<file path="config.mk">
export PLATFORM = sky130hd
export DESIGN_NAME = ssbseq_top
export DESIGN_NICKNAME = d
export VERILOG_FILES = /design/src/ssbseq_pkg.sv /design/src/ssbseq_sync.sv /design/src/ssbseq_top.sv
export VERILOG_INCLUDE_DIRS = /design/src
export SDC_FILE = /design/constraint.sdc
export NUM_CORES = 1
export LEC_CHECK = 0
export ABC_AREA = 1
export BUFFER_PORTS_ARGS = -buffer_cell sky130_fd_sc_hd__buf_4
export CELL_PAD_IN_SITES_DETAIL_PLACEMENT = 1
export CELL_PAD_IN_SITES_GLOBAL_PLACEMENT = 1
export CORE_ASPECT_RATIO = 1.1
export CORE_UTILIZATION = 30
export DETAILED_ROUTE_END_ITERATION = 6
export GPL_TIMING_DRIVEN = 0
export HOLD_SLACK_MARGIN = 0.15
export PLACE_DENSITY_LB_ADDON = 0.1
export SLEW_MARGIN = 5
export SYNTH_ARGS = -nofsm -noshare
export SYNTH_HDL_FRONTEND = slang
export SYNTH_SLANG_ARGS = --single-unit
</file>
<file path="constraint.sdc">
create_clock -name clock -period 1.9 [get_ports clock]
set_clock_uncertainty 0.1 [all_clocks]
set_input_delay 0.57 -clock clock [delete_from_list [all_inputs] [get_ports clock]]
set_output_delay 0.57 -clock clock [all_outputs]
set_load 0.05 [all_outputs]
</file>
<file path="src/ssbseq_consts.svh">
/*
  Timing and code constants for the buck start-up and soft-start sequencer.
  Assumes a 40 MHz system clock; all counts derive from the printed times.
*/
`ifndef SSBSEQ_CONSTS_SVH
`define SSBSEQ_CONSTS_SVH

`define SSBSEQ_CLK_MHZ          64'd40
`define SSBSEQ_NS_PER_US        64'd1000

// Fixed delay after enable
`define SSBSEQ_INIT_DELAY_NS    64'd6800000
`define SSBSEQ_INIT_DELAY_CYC \
  ((`SSBSEQ_INIT_DELAY_NS * `SSBSEQ_CLK_MHZ) / `SSBSEQ_NS_PER_US)

// Set-point sample: longest time split over the counter range
`define SSBSEQ_SAMPLE_MAX_NS    64'd3400000
`define SSBSEQ_SAMPLE_STEPS     64'd256
`define SSBSEQ_SAMPLE_STEP_CYC \
  ((`SSBSEQ_SAMPLE_MAX_NS * `SSBSEQ_CLK_MHZ) / \
   (`SSBSEQ_NS_PER_US * `SSBSEQ_SAMPLE_STEPS))
`define SSBSEQ_SAMPLE_CODE_MAX  8'hFF

// Soft-start ramp
`define SSBSEQ_SOFT_NS          64'd6800000
`define SSBSEQ_SOFT_STEPS       64'd64
`define SSBSEQ_SOFT_STEP_CYC \
  ((`SSBSEQ_SOFT_NS * `SSBSEQ_CLK_MHZ) / \
   (`SSBSEQ_NS_PER_US * `SSBSEQ_SOFT_STEPS))
`define SSBSEQ_RAMP_DONE        8'h40
`define SSBSEQ_EA_INIT_STEPS    8'h02

// Switching oscillator
`define SSBSEQ_OSC_KHZ          64'd300
`define SSBSEQ_OSC_PERIOD_CYC \
  ((`SSBSEQ_CLK_MHZ * 64'd1000) / `SSBSEQ_OSC_KHZ)

// Low-side overcurrent window and pulse stretching
`define SSBSEQ_OCP_BLANK_NS     64'd200
`define SSBSEQ_OCP_BLANK_CYC \
  ((`SSBSEQ_OCP_BLANK_NS * `SSBSEQ_CLK_MHZ + 64'd999) / `SSBSEQ_NS_PER_US)
`define SSBSEQ_LS_MIN_NS        64'd425
`define SSBSEQ_LS_MIN_CYC \
  ((`SSBSEQ_LS_MIN_NS * `SSBSEQ_CLK_MHZ + 64'd999) / `SSBSEQ_NS_PER_US)
`define SSBSEQ_NARROW_LIMIT     2'h2

`endif

</file>
<file path="src/ssbseq_pkg.sv">
/*
  Types for the buck start-up and soft-start sequencer.
  Assumes ssbseq_consts.svh carries every number.
*/
package ssbseq_pkg;

  // Gray codes along off, delay, sample, soft, run
  typedef enum logic [2:0] {
    SSBSEQ_OFF    = 3'h0,
    SSBSEQ_DELAY  = 3'h1,
    SSBSEQ_SAMPLE = 3'h3,
    SSBSEQ_SOFT   = 3'h2,
    SSBSEQ_RUN    = 3'h6,
    SSBSEQ_DUMMY1 = 3'h7,
    SSBSEQ_DUMMY2 = 3'h5
  } ssbseq_state_t;

  // Comparator and sense levels arriving from the analog side
  typedef struct packed {
    logic shutdown_released;
    logic trip_set_reached;
    logic pwm_high_req;
    logic high_gate_sense;
    logic low_gate_sense;
    logic phase_high;
    logic low_side_overcurrent;
    logic output_above_ramp;
  } ssbseq_pins_t;

endpackage

</file>
<file path="src/ssbseq_sync.sv">
/*
  Two-flop level synchroniser, width set by parameter.
  Assumes inputs are asynchronous levels; first stage feeds only the second.
*/
`timescale 1ns/10ps
`default_nettype none

module ssbseq_sync #(
  parameter int W = 8
) (
  input  wire logic         clock,
  input  wire logic         resetn,
  input  wire logic         clk_en,
  input  wire logic [W-1:0] d,
  output var  logic [W-1:0] q
);

  logic [W-1:0] meta_q;

  always_ff @(posedge clock or negedge resetn)
  begin
    if (!resetn)
    begin
      meta_q <= '0;
      q      <= '0;
    end
    else if (clk_en)
    begin
      meta_q <= d;
      q      <= meta_q;
    end
  end

endmodule

`default_nettype wire

</file>
<file path="src/ssbseq_top.sv">
/*
  Start-up, set-point sampling, soft-start, hiccup retry and gate sequencing
  for a synchronous buck controller. Assumes resetn is the supply-good
  detector and that all sense inputs are asynchronous comparator levels.
*/
`timescale 1ns/10ps
`default_nettype none
`include "ssbseq_consts.svh"

module ssbseq_top #(
  parameter logic [19:0] INIT_DELAY_CYC = 20'(`SSBSEQ_INIT_DELAY_CYC),
  parameter logic [19:0] SOFT_STEP_CYC  = 20'(`SSBSEQ_SOFT_STEP_CYC)
) (
  input  wire logic                clock,
  input  wire logic                resetn,
  input  wire logic                clk_en,
  input  wire ssbseq_pkg::ssbseq_pins_t pins,
  output var  logic                high_side_gate_drive,
  output var  logic                low_side_gate_drive,
  output var  logic                trip_set_current_en,
  output var  logic [7:0]          trip_set_dac,
  output var  logic [6:0]          soft_start_ref,
  output var  logic                err_amp_enable,
  output var  logic                osc_run,
  output var  logic                converter_ready
);

  localparam logic [19:0] SAMPLE_STEP_CYC = 20'(`SSBSEQ_SAMPLE_STEP_CYC);
  localparam logic [7:0]  OSC_PERIOD_CYC  = 8'(`SSBSEQ_OSC_PERIOD_CYC);
  localparam logic [4:0]  OCP_BLANK_CYC   = 5'(`SSBSEQ_OCP_BLANK_CYC);
  localparam logic [4:0]  LS_MIN_CYC      = 5'(`SSBSEQ_LS_MIN_CYC);

  ssbseq_pkg::ssbseq_pins_t  pins_s;
  ssbseq_pkg::ssbseq_state_t state_q;
  logic [19:0] timer_q;
  logic [19:0] timer_lim;
  logic        step_end;
  logic [7:0]  step_q;
  logic [7:0]  osc_q;
  logic        osc_tick;
  logic        gate_en_q;
  logic        trip;
  logic        ocp_armed;
  logic        switching;
  logic [4:0]  blank_q;
  logic [4:0]  lsrun_q;
  logic        wide_q;
  logic [1:0]  narrow_q;
  logic [4:0]  force_q;
  logic        force_on;
  logic        hs_d;
  logic        ls_d;

  ssbseq_sync #(
    .W ($bits(ssbseq_pkg::ssbseq_pins_t))
  ) u_sync (
    .clock  (clock),
    .resetn (resetn),
    .clk_en (clk_en),
    .d      (pins),
    .q      (pins_s)
  );

  always_ff @(posedge clock or negedge resetn)
  begin
    if (!resetn)
      osc_q <= 8'h00;
    else if (clk_en)
    begin
      if (state_q == ssbseq_pkg::SSBSEQ_OFF || osc_tick)
        osc_q <= 8'h00;
      else
        osc_q <= osc_q + 8'h01;
    end
  end

  assign osc_tick = (osc_q == OSC_PERIOD_CYC - 8'h01);

  // sample step length; ramp step fixed
  always_comb
  begin
    unique case (state_q)
      ssbseq_pkg::SSBSEQ_DELAY:  timer_lim = INIT_DELAY_CYC;
      ssbseq_pkg::SSBSEQ_SAMPLE: timer_lim = SAMPLE_STEP_CYC;
      default:                   timer_lim = SOFT_STEP_CYC;
    endcase
  end

  assign step_end  = (timer_q == timer_lim - 20'h0_0001);
  assign switching = (state_q == ssbseq_pkg::SSBSEQ_SOFT) ||
                     (state_q == ssbseq_pkg::SSBSEQ_RUN);
  // A set point at full scale means no resistor: guard disabled
  assign ocp_armed = (trip_set_dac != `SSBSEQ_SAMPLE_CODE_MAX);

  // watch only after blanking, while low side is on
  assign trip = switching && ocp_armed && low_side_gate_drive &&
                (blank_q == OCP_BLANK_CYC) && pins_s.low_side_overcurrent;

  // sequence leaves off only with supply good and pin high
  always_ff @(posedge clock or negedge resetn)
  begin
    if (!resetn)
    begin
      state_q <= ssbseq_pkg::SSBSEQ_OFF;
      timer_q <= 20'h0_0000;
      step_q  <= 8'h00;
    end
    else if (clk_en)
    begin
      if (!pins_s.shutdown_released)
      begin
        state_q <= ssbseq_pkg::SSBSEQ_OFF;
        timer_q <= 20'h0_0000;
        step_q  <= 8'h00;
      end
      else
      begin
        timer_q <= step_end ? 20'h0_0000 : timer_q + 20'h0_0001;
        unique case (state_q)
          ssbseq_pkg::SSBSEQ_OFF:
          begin
            state_q <= ssbseq_pkg::SSBSEQ_DELAY;
            timer_q <= 20'h0_0000;
          end
          ssbseq_pkg::SSBSEQ_DELAY:
          begin
            if (step_end)
            begin
              state_q <= ssbseq_pkg::SSBSEQ_SAMPLE;
              step_q  <= 8'h00;
            end
          end
          ssbseq_pkg::SSBSEQ_SAMPLE:
          begin
            if (step_end)
            begin
              if (pins_s.trip_set_reached ||
                  step_q == `SSBSEQ_SAMPLE_CODE_MAX)
              begin
                state_q <= ssbseq_pkg::SSBSEQ_SOFT;
                step_q  <= 8'h00;
              end
              else
                step_q <= step_q + 8'h01;
            end
          end
          ssbseq_pkg::SSBSEQ_SOFT:
          begin
            if (trip)
            begin
              state_q <= ssbseq_pkg::SSBSEQ_DUMMY1;
              timer_q <= 20'h0_0000;
              step_q  <= 8'h00;
            end
            else if (step_end)
            begin
              // done once past the last step
              if (step_q + 8'h01 == `SSBSEQ_RAMP_DONE)
                state_q <= ssbseq_pkg::SSBSEQ_RUN;
              step_q <= step_q + 8'h01;
            end
          end
          ssbseq_pkg::SSBSEQ_RUN:
          begin
            if (trip)
            begin
              state_q <= ssbseq_pkg::SSBSEQ_DUMMY1;
              timer_q <= 20'h0_0000;
              step_q  <= 8'h00;
            end
          end
          ssbseq_pkg::SSBSEQ_DUMMY1,
          ssbseq_pkg::SSBSEQ_DUMMY2:
          begin
            // each dummy is one full ramp time
            if (step_end)
            begin
              if (step_q + 8'h01 == `SSBSEQ_RAMP_DONE)
              begin
                state_q <= (state_q == ssbseq_pkg::SSBSEQ_DUMMY1) ?
                           ssbseq_pkg::SSBSEQ_DUMMY2 :
                           ssbseq_pkg::SSBSEQ_SOFT;
                step_q  <= 8'h00;
              end
              else
                step_q <= step_q + 8'h01;
            end
          end
          default:
          begin
            state_q <= ssbseq_pkg::SSBSEQ_OFF;
          end
        endcase
      end
    end
  end

  // set point held until next fresh sample
  // only the sample state writes it
  always_ff @(posedge clock or negedge resetn)
  begin
    if (!resetn)
      trip_set_dac <= 8'h00;
    else if (clk_en && state_q == ssbseq_pkg::SSBSEQ_SAMPLE)
      trip_set_dac <= step_q;
  end

  // or, above target, until the ramp ends
  always_ff @(posedge clock or negedge resetn)
  begin
    if (!resetn)
      gate_en_q <= 1'b0;
    else if (clk_en)
    begin
      if (!switching || trip || !pins_s.shutdown_released)
        gate_en_q <= 1'b0;
      else if (!pins_s.output_above_ramp ||
               state_q == ssbseq_pkg::SSBSEQ_RUN)
        gate_en_q <= 1'b1;
    end
  end

  // Status outputs, all registered
  always_ff @(posedge clock or negedge resetn)
  begin
    if (!resetn)
    begin
      trip_set_current_en <= 1'b0;
      soft_start_ref      <= 7'h00;
      err_amp_enable      <= 1'b0;
      osc_run             <= 1'b0;
      converter_ready     <= 1'b0;
    end
    else if (clk_en)
    begin
      // trip current out while low gate is off
      trip_set_current_en <= (state_q == ssbseq_pkg::SSBSEQ_DELAY) ||
                             (state_q == ssbseq_pkg::SSBSEQ_SAMPLE);
      soft_start_ref <= (state_q == ssbseq_pkg::SSBSEQ_SOFT) ?
                        step_q[6:0] :
                        (state_q == ssbseq_pkg::SSBSEQ_RUN) ?
                        7'(`SSBSEQ_RAMP_DONE) : 7'h00;
      // amplifier on a few steps into the ramp
      err_amp_enable <= switching && !trip &&
                        ((state_q == ssbseq_pkg::SSBSEQ_RUN) ||
                         step_q >= `SSBSEQ_EA_INIT_STEPS);
      osc_run         <= (state_q != ssbseq_pkg::SSBSEQ_OFF);
      converter_ready <= (state_q == ssbseq_pkg::SSBSEQ_RUN) && !trip;
    end
  end

  // blanking counter from the low-side-on edge
  always_ff @(posedge clock or negedge resetn)
  begin
    if (!resetn)
      blank_q <= 5'h00;
    else if (clk_en)
    begin
      if (!low_side_gate_drive)
        blank_q <= 5'h00;
      else if (blank_q != OCP_BLANK_CYC)
        blank_q <= blank_q + 5'h01;
    end
  end

  // count narrow periods, insert a minimum pulse
  always_ff @(posedge clock or negedge resetn)
  begin
    if (!resetn)
    begin
      lsrun_q  <= 5'h00;
      wide_q   <= 1'b0;
      narrow_q <= 2'h0;
      force_q  <= 5'h00;
    end
    else if (clk_en)
    begin
      lsrun_q <= low_side_gate_drive ?
                 ((lsrun_q == LS_MIN_CYC) ? lsrun_q : lsrun_q + 5'h01) :
                 5'h00;
      if (force_on && low_side_gate_drive)
        force_q <= force_q - 5'h01;
      if (!gate_en_q || !ocp_armed)
      begin
        // Stretching is moot without an armed guard
        wide_q   <= 1'b0;
        narrow_q <= 2'h0;
        force_q  <= 5'h00;
      end
      else if (osc_tick)
      begin
        wide_q <= 1'b0;
        if (wide_q || lsrun_q == LS_MIN_CYC)
          narrow_q <= 2'h0;
        else if (narrow_q == `SSBSEQ_NARROW_LIMIT - 2'h1)
        begin
          narrow_q <= 2'h0;
          force_q  <= LS_MIN_CYC;
        end
        else
          narrow_q <= narrow_q + 2'h1;
      end
      else if (lsrun_q == LS_MIN_CYC)
        wide_q <= 1'b1;
    end
  end

  assign force_on = (force_q != 5'h00);

  // each side waits for the other to be seen off
  always_comb
  begin
    hs_d = gate_en_q && !trip && pins_s.pwm_high_req && !force_on &&
           !low_side_gate_drive && !pins_s.low_gate_sense;
    ls_d = gate_en_q && !trip && (!pins_s.pwm_high_req || force_on) &&
           !high_side_gate_drive && !pins_s.high_gate_sense &&
           !pins_s.phase_high;
  end

  // gates follow enable, low in shutdown
  // a trip drops both gates next edge
  always_ff @(posedge clock or negedge resetn)
  begin
    if (!resetn)
    begin
      high_side_gate_drive <= 1'b0;
      low_side_gate_drive  <= 1'b0;
    end
    else if (clk_en)
    begin
      high_side_gate_drive <= hs_d;
      low_side_gate_drive  <= ls_d;
    end
  end

endmodule

`default_nettype wire

</file>
==> out/qor.txt, run 1 <==
syn_area_per_cell: 7.82 um^2
Synth Net Count: 687
CTS tree: built
grt total ovfl: 0
failing checks: setup timing
top-area cell type share of the netlist area: 45.6%
Reg power frac: 39.1%
final count of pins violating max slew: 0
share of post-route cells with drive strength above 1: 31.7%
worst hold path class: primary input to flop
Core Region: 0.0170 mm^2
Pint: 3.87 mW
Setup CP Type: flop to flop
initial antenna violation count: 0
Ports: 32
root buf cell: clkbuf_16
routed wire length: 16,300 um
Routed Antenna Nets: 0
Worst Path Max Fanout: 5
post-route insts no fill: 994
Slew @ Worst Pin: 0.547 ns
R2R depth: 13
register area share after synthesis: 45.6%
Comb pwr share: 29.0%
CP endpoint kind: flop
RSZ-0062 raised after global routing: yes
die area: 0.0179 mm^2
Max Cap Viol: 0
P_leak: 3.10 nW
Starting Density: 30.6%
DR WL/cell: 16.4 um
Final setup viols: 10
Net Sw Frac: 34.9%
Final nets: 776
Row Count: 50
drc violations: 0
ranking of synthesized cells by area: dfrtp_1, nand2_1, inv_1
headroom to the max-slew limit: 63.6%
Num CTS Buffers: 9
reg2reg setup slack: -0.11 ns
fin crit share: 106%
hpwl dp: 11,300 um
power consumption: 5.95 mW
arrival time at the worst endpoint: 2.15 ns
Hold Crit Start: pins[1]
hold depth: 3
DRT iter0 DRCs: 189
status: finished, violations left
Post-Syn Instances: 666
post-route cell area: 0.00708 mm^2
Peak VDD IR: 449 uV
Pwr Density: 840 mW/mm^2
Worst-Skew Late Latency: 0.35 ns
WHS Endpoint: u_sync.meta_q[1]
Sink Count: 95
fin crit period: 2.01 ns
Reg clk slew, reported paths: 0.07 ns
Cell Area, Synth: 0.00521 mm^2
IO Port Bufs: 30
setup slack after layout: -0.106 ns
YS warnings: 0
vias per inst: 4.81
gr usage total: 18.9%
top_reg_cell synth: dfrtp_1
Net Sw Power: 2.08 mW
vias: 4,780
Fin Hold WS: 0.323 ns
WP data required: 2.04 ns
synthesized flop and latch total: 95
H-tree depth: 3
Clk pwr share: 31.9%
Die X: 128 um
placed cells: 930
r2r endpoint: step_q[1]
Synth area leader: dfrtp_1
EDFF count, synth: 0
Area growth syn-to-layout: 36.0%
ys async rst share: 100%
RR Startpoint: blank_q[1]
CP startpoint kind: flop
hold violation total from the final report: 0
DP Worst Slack: -0.597 ns
n_diodes: 0
Area after DPL: 0.00573 mm^2
maximum root-to-sink buffer count: 2
Yosys cell types: 41
vias in the first global route: 5,048
Initial DRT Pass Iterations: 4
first-pass GRT wire length: 26,400 um
die height: 140 um
final RePlAce weighted congestion: 0.828
largest net degree at the start of global routing: 96
Achievable Freq: 498 MHz
==> Yosys cell counts, drive strengths merged (6+ instances only) <==
master / count
o22ai: 12
o31ai: 6
nand3: 35
nor4: 7
ha: 10
clkbuf: 11
nand2: 175
o21ai: 65
nor2: 74
nand4: 18
nor3: 16
inv: 80
buf: 11
a21oi: 12
xor2: 19
dfrtp: 95
==> what timing repair did <==
action                                  4_1_cts  5_1_grt
resized for setup                            59      123
buffers inserted                             19       26
pin swaps                                    19       29
endpoints found under the setup margin       70       57
hold endpoints to repair                      0        5
hold buffers                                  0        1
cloned                                        1        1
==> sequential cells by signal, summed over array words and instances, names as in the netlist, 2 cells and up <==
register,flops
blank_q,5
force_q,5
lsrun_q,5
narrow_q,2
osc_q,8
soft_start_ref,7
state_q,3
step_q,8
timer_q,20
trip_set_dac,8
u_sync.meta_q,8
u_sync.q,8
==> metal layers <==
layer	global-route usage, %	part of all wire [%]	up-vias
met5	0	0	-
met4	6.07	1.3	0
met3	2.25	1.5	14
met2	31.2	51	36
met1	25.7	46	2378
li1	-	-	2352
==> cell families after synthesis <==
family | after synthesis | share of synthesized area [%]
compound gates | 104 | 11.4
xor+xnor | 21 | 3.53
fa+ha+maj | 10 | 2.40
buf+inv | 102 | 7.88
flops | 95 | 45.6
mux | 1 | 0.192
simple gates | 333 | 28.9
==> cells in the final DEF, fill, tap and decap left out, types with 11 or more instances in the layout <==
cell       n
nand2_4   15
dfrtp_2   11
dfrtp_1   84
nand2_1  150
nor2_1    50
inv_1     64
xor2_1    19
o21ai_2   12
buf_4     69
nand3_1   25
inv_2     13
nor2_2    14
o21ai_0   48
nand4_1   17
==> how the worst max path moves through the flow <==
stage / from / to / slack (ns) / cells past startpoint
floorplan: trip_set_dac[1] / step_q[1] / 0.007 / 10
global placement: clk_en / trip_set_current_en / -0.55 / 5
detailed placement: clk_en / soft_start_ref[6] / -0.60 / 5
CTS: blank_q[1] / state_q[1] / -0.11 / 13
global route: blank_q[1] / state_q[2] / -0.21 / 13
finish: blank_q[1] / step_q[1] / -0.11 / 13
==> power by group through the flow <==
| stage | Combinational, mW | Sequential (mW) | Clock, mW |
|---|---|---|---|
| after floorplan | 0.554 | 2.59 | 0 |
| after global placement | 1.20 | 2.34 | 0 |
| after detailed placement | 1.22 | 2.35 | 0 |
| after CTS | 1.44 | 2.33 | 1.96 |
| after global routing | 1.87 | 2.35 | 2.03 |
| final | 1.73 | 2.33 | 1.90 |
==> worst max-delay path, stage by stage, from the launching register on <==
cell	delay (ns)
dfrtp_1	0.40
inv_2	0.09
ha_4	0.15
nand2_4	0.05
nor3_4	0.15
buf_12	0.14
nand3_4	0.12
nand2_4	0.11
nand2_4	0.05
nand3_4	0.10
nand3b_4	0.15
buf_8	0.19
nand2_2	0.05
o21ai_1	0.05
==> cell type report <==
class	instances	area, um^2
flip-flops and latches	95	2390
clock buffers	10	229
repair buffers	79	697
well taps	234	293
fillers	2033	9930
clock inverters	6	68.8
inverters	80	313
plain buffers	21	144
multi-input cells	469	2950
==> metrics by stage <==
stage | TNS (ns) | util (%)
finish | -0.938 | 41.6
global route | -2.96 | 41.6
CTS | -1.87 | 37.7
detailed placement | -28.15 | 33.7
global placement | -24.83 | 33.7
floorplan | 0 | -
Note: power is estimated with default switching activity, not from simulation.
==> run 2: changes to the inputs <==
- RECOVER_POWER: unset -> 100
==> run 2 against run 1 <==
The flow still finishes with violations (setup timing). Sequential power about the same. Via count about the same. Die area unchanged. Fmax is essentially flat. Clock power is essentially flat. Cell area decreased by 0.28%. Largest cell class unchanged.
==> out/qor.txt, run 2 (synthesis results as in run 1) <==
status: finished, violations left
failing checks: setup timing
hpwl dp: 11,300 um (unchanged)
DRT iter0 DRCs: 189 (unchanged)
Setup CP Type: flop to flop
IO Port Bufs: 30 (unchanged)
Initial DRT Pass Iterations: 4 (unchanged)
CP startpoint kind: flop
worst hold path class: primary input to flop
cell family with most CP delay: simple AND/OR/NAND/NOR gates
die area: 0.0179 mm^2 (unchanged)
arrival time at the worst endpoint: 2.15 ns (about the same)
Fin Setup TNS: -0.926 ns (+0.0121 ns)
grt total ovfl: 0 (unchanged)
final count of pins violating max slew: 0 (unchanged)
CP endpoint kind: flop
r2r endpoint: step_q[1]
Peak VDD IR: 449 uV (unchanged)
Slew @ Worst Pin: 0.692 ns (+0.145 ns)
most frequent CP cell: nand2_4
fin crit period: 2.00 ns (-0.00121 ns)
die height: 140 um (unchanged)
WHS Endpoint: u_sync.meta_q[1]
Routed Antenna Nets: 0 (unchanged)
first-pass GRT wire length: 26,400 um (unchanged)
share of post-route cells with drive strength above 1: 31.6% (-0.13 points)
Core Region: 0.0170 mm^2 (unchanged)
CP bufs+invs: 3 (unchanged)
Ports: 32 (unchanged)
Sink Count: 95 (unchanged)
n_diodes: 0 (unchanged)
maximum root-to-sink buffer count: 2 (unchanged)
Worst-Skew Late Latency: 0.35 ns (about the same)
drc violations: 0 (unchanged)
Starting Density: 30.6% (unchanged)
gr usage total: 18.9% (unchanged)
placed cells: 930 (unchanged)
Net Sw Frac: 35.0% (about the same)
Final setup viols: 10 (unchanged)
initial antenna violation count: 0 (unchanged)
routed wire length: 16,300 um (about the same)
Hold Crit Start: pins[1]
hold violation total from the final report: 0 (unchanged)
Achievable Freq: 499 MHz (about the same)
Num CTS Buffers: 9 (unchanged)
CTS tree: built
DR WL/cell: 16.4 um (about the same)
Reg clk slew, reported paths: 0.07 ns (about the same)
Net Sw Power: 2.08 mW (about the same)
setup slack after layout: -0.105 ns (+0.00121 ns)
headroom to the max-slew limit: 53.9% (-9.7 points)
Worst Path Max Fanout: 5 (unchanged)
Pwr Density: 842 mW/mm^2 (+0.19%)
Clk pwr share: 31.9% (about the same)
largest net degree at the start of global routing: 96 (unchanged)
commonest non-fill, non-tap cell in the layout: nand2_1
commonest cells after routing, fill and taps aside: nand2_1, dfrtp_1, buf_4, inv_1, nor2_1
Critical Path Max Stage Delay: 0.40 ns (about the same)
Row Count: 50 (unchanged)
vias: 4,782 (+0.042%)
vias per inst: 4.81 (about the same)
R2R depth: 13 (unchanged)
vias in the first global route: 5,048 (unchanged)
Slowest-stage cell, CP: dfrtp_1
Critical Path, Cell by Cell: inv_2 -> ha_4 -> nand2_4 -> nor3_4 -> buf_12 -> nand3_4 -> nand2_4 -> nand2_4 -> nand3_4 -> nand3b_4 -> buf_8 -> nand2_2 -> o21ai_1
Die X: 128 um (unchanged)
WP data required: 2.04 ns (about the same)
CP startpoint: blank_q[1]
Area growth syn-to-layout: 35.6%
Fin Hold WS: 0.323 ns (-0.0000270 ns)
P_leak: 3.09 nW (-0.33%)
Post-Route Utilization: 41.5% (-0.12 points)
reg2reg setup slack: -0.10 ns (about the same)
DP Worst Slack: -0.597 ns (unchanged)
Biggest register: timer_q
Reg power frac: 39.1% (about the same)
RSZ-0062 raised after global routing: yes
Max Cap Viol: 0 (unchanged)
hold depth: 3 (unchanged)
H-tree depth: 3 (unchanged)
Pint: 3.87 mW (-0.12%)
Largest register FFs: 20 (unchanged)
post-route insts no fill: 994 (unchanged)
fin crit share: 106% (about the same)
Final nets: 776 (unchanged)
root buf cell: clkbuf_16
RR Startpoint: blank_q[1]
final RePlAce weighted congestion: 0.828 (unchanged)
Comb pwr share: 28.9% (about the same)
==> run 2: cell types whose count changed in the layout (fill, tap and decap cells not counted), sizes merged <==
cell / delta
buf: -1
clkbuf: +1
==> run 2: worst max path at each step <==
stage	to	slack [ns]	cells after the start
detailed placement	soft_start_ref[6]	-0.60	5
global placement	trip_set_current_en	-0.55	5
floorplan	step_q[1]	0.007	10
finish	step_q[1]	-0.10	13
global route	state_q[2]	-0.21	13
CTS	state_q[1]	-0.11	13
==> run 2: power groups by stage <==
stage,Clock [mW],Sequential [mW],Combinational [mW]
2_1_floorplan,0,2.59,0.554
3_3_place_gp,0,2.34,1.20
3_5_place_dp,0,2.35,1.22
4_1_cts,1.96,2.33,1.44
5_1_grt,2.03,2.35,1.86
6_report,1.90,2.33,1.72
==> run 2: final cells by class <==
class,count,area [um^2]
Fill cell,2036,9950
Multi-Input combinational cell,469,2950
Sequential cell,95,2390
Timing Repair Buffer,79,677
Inverter,80,313
Tap cell,234,293
Clock buffer,10,229
Buffer,21,144
Clock inverter,6,68.8
==> run 2: routing by layer <==
| metal | wire length [um] | global-route usage, % | vias to the layer above | share of wire (%) |
|---|---|---|---|---|
| met2 | 8310 | 31.2 | 36 | 51 |
| met3 | 245 | 2.25 | 14 | 1.5 |
| met5 | 0 | 0 | - | 0 |
| met4 | 209 | 6.07 | 0 | 1.3 |
| met1 | 7500 | 25.7 | 2380 | 46 |
| li1 | - | - | 2352 | - |
==> run 2: repair_timing <==
action,CTS,global route
hold endpoints to repair,0,5
hold buffers,0,1
buffers inserted,19,26
gates resized for setup,59,123
pin swaps,19,29
setup endpoints to repair,70,57
cloned,1,1
==> run 2: stage by stage <==
step | cell area [um^2] | power [mW]
CTS | 6410 | 5.72
finish | 7060 | 5.94
global placement | 5730 | 3.54
floorplan | 5210 | 3.14
detailed placement | 5730 | 3.57
global route | 7060 | 6.24
==> run 2: worst min-delay path, cell delays in order <==
cell	delay [ns]
buf_4	0.08
nand2_1	0.04
nand2_1	0.05
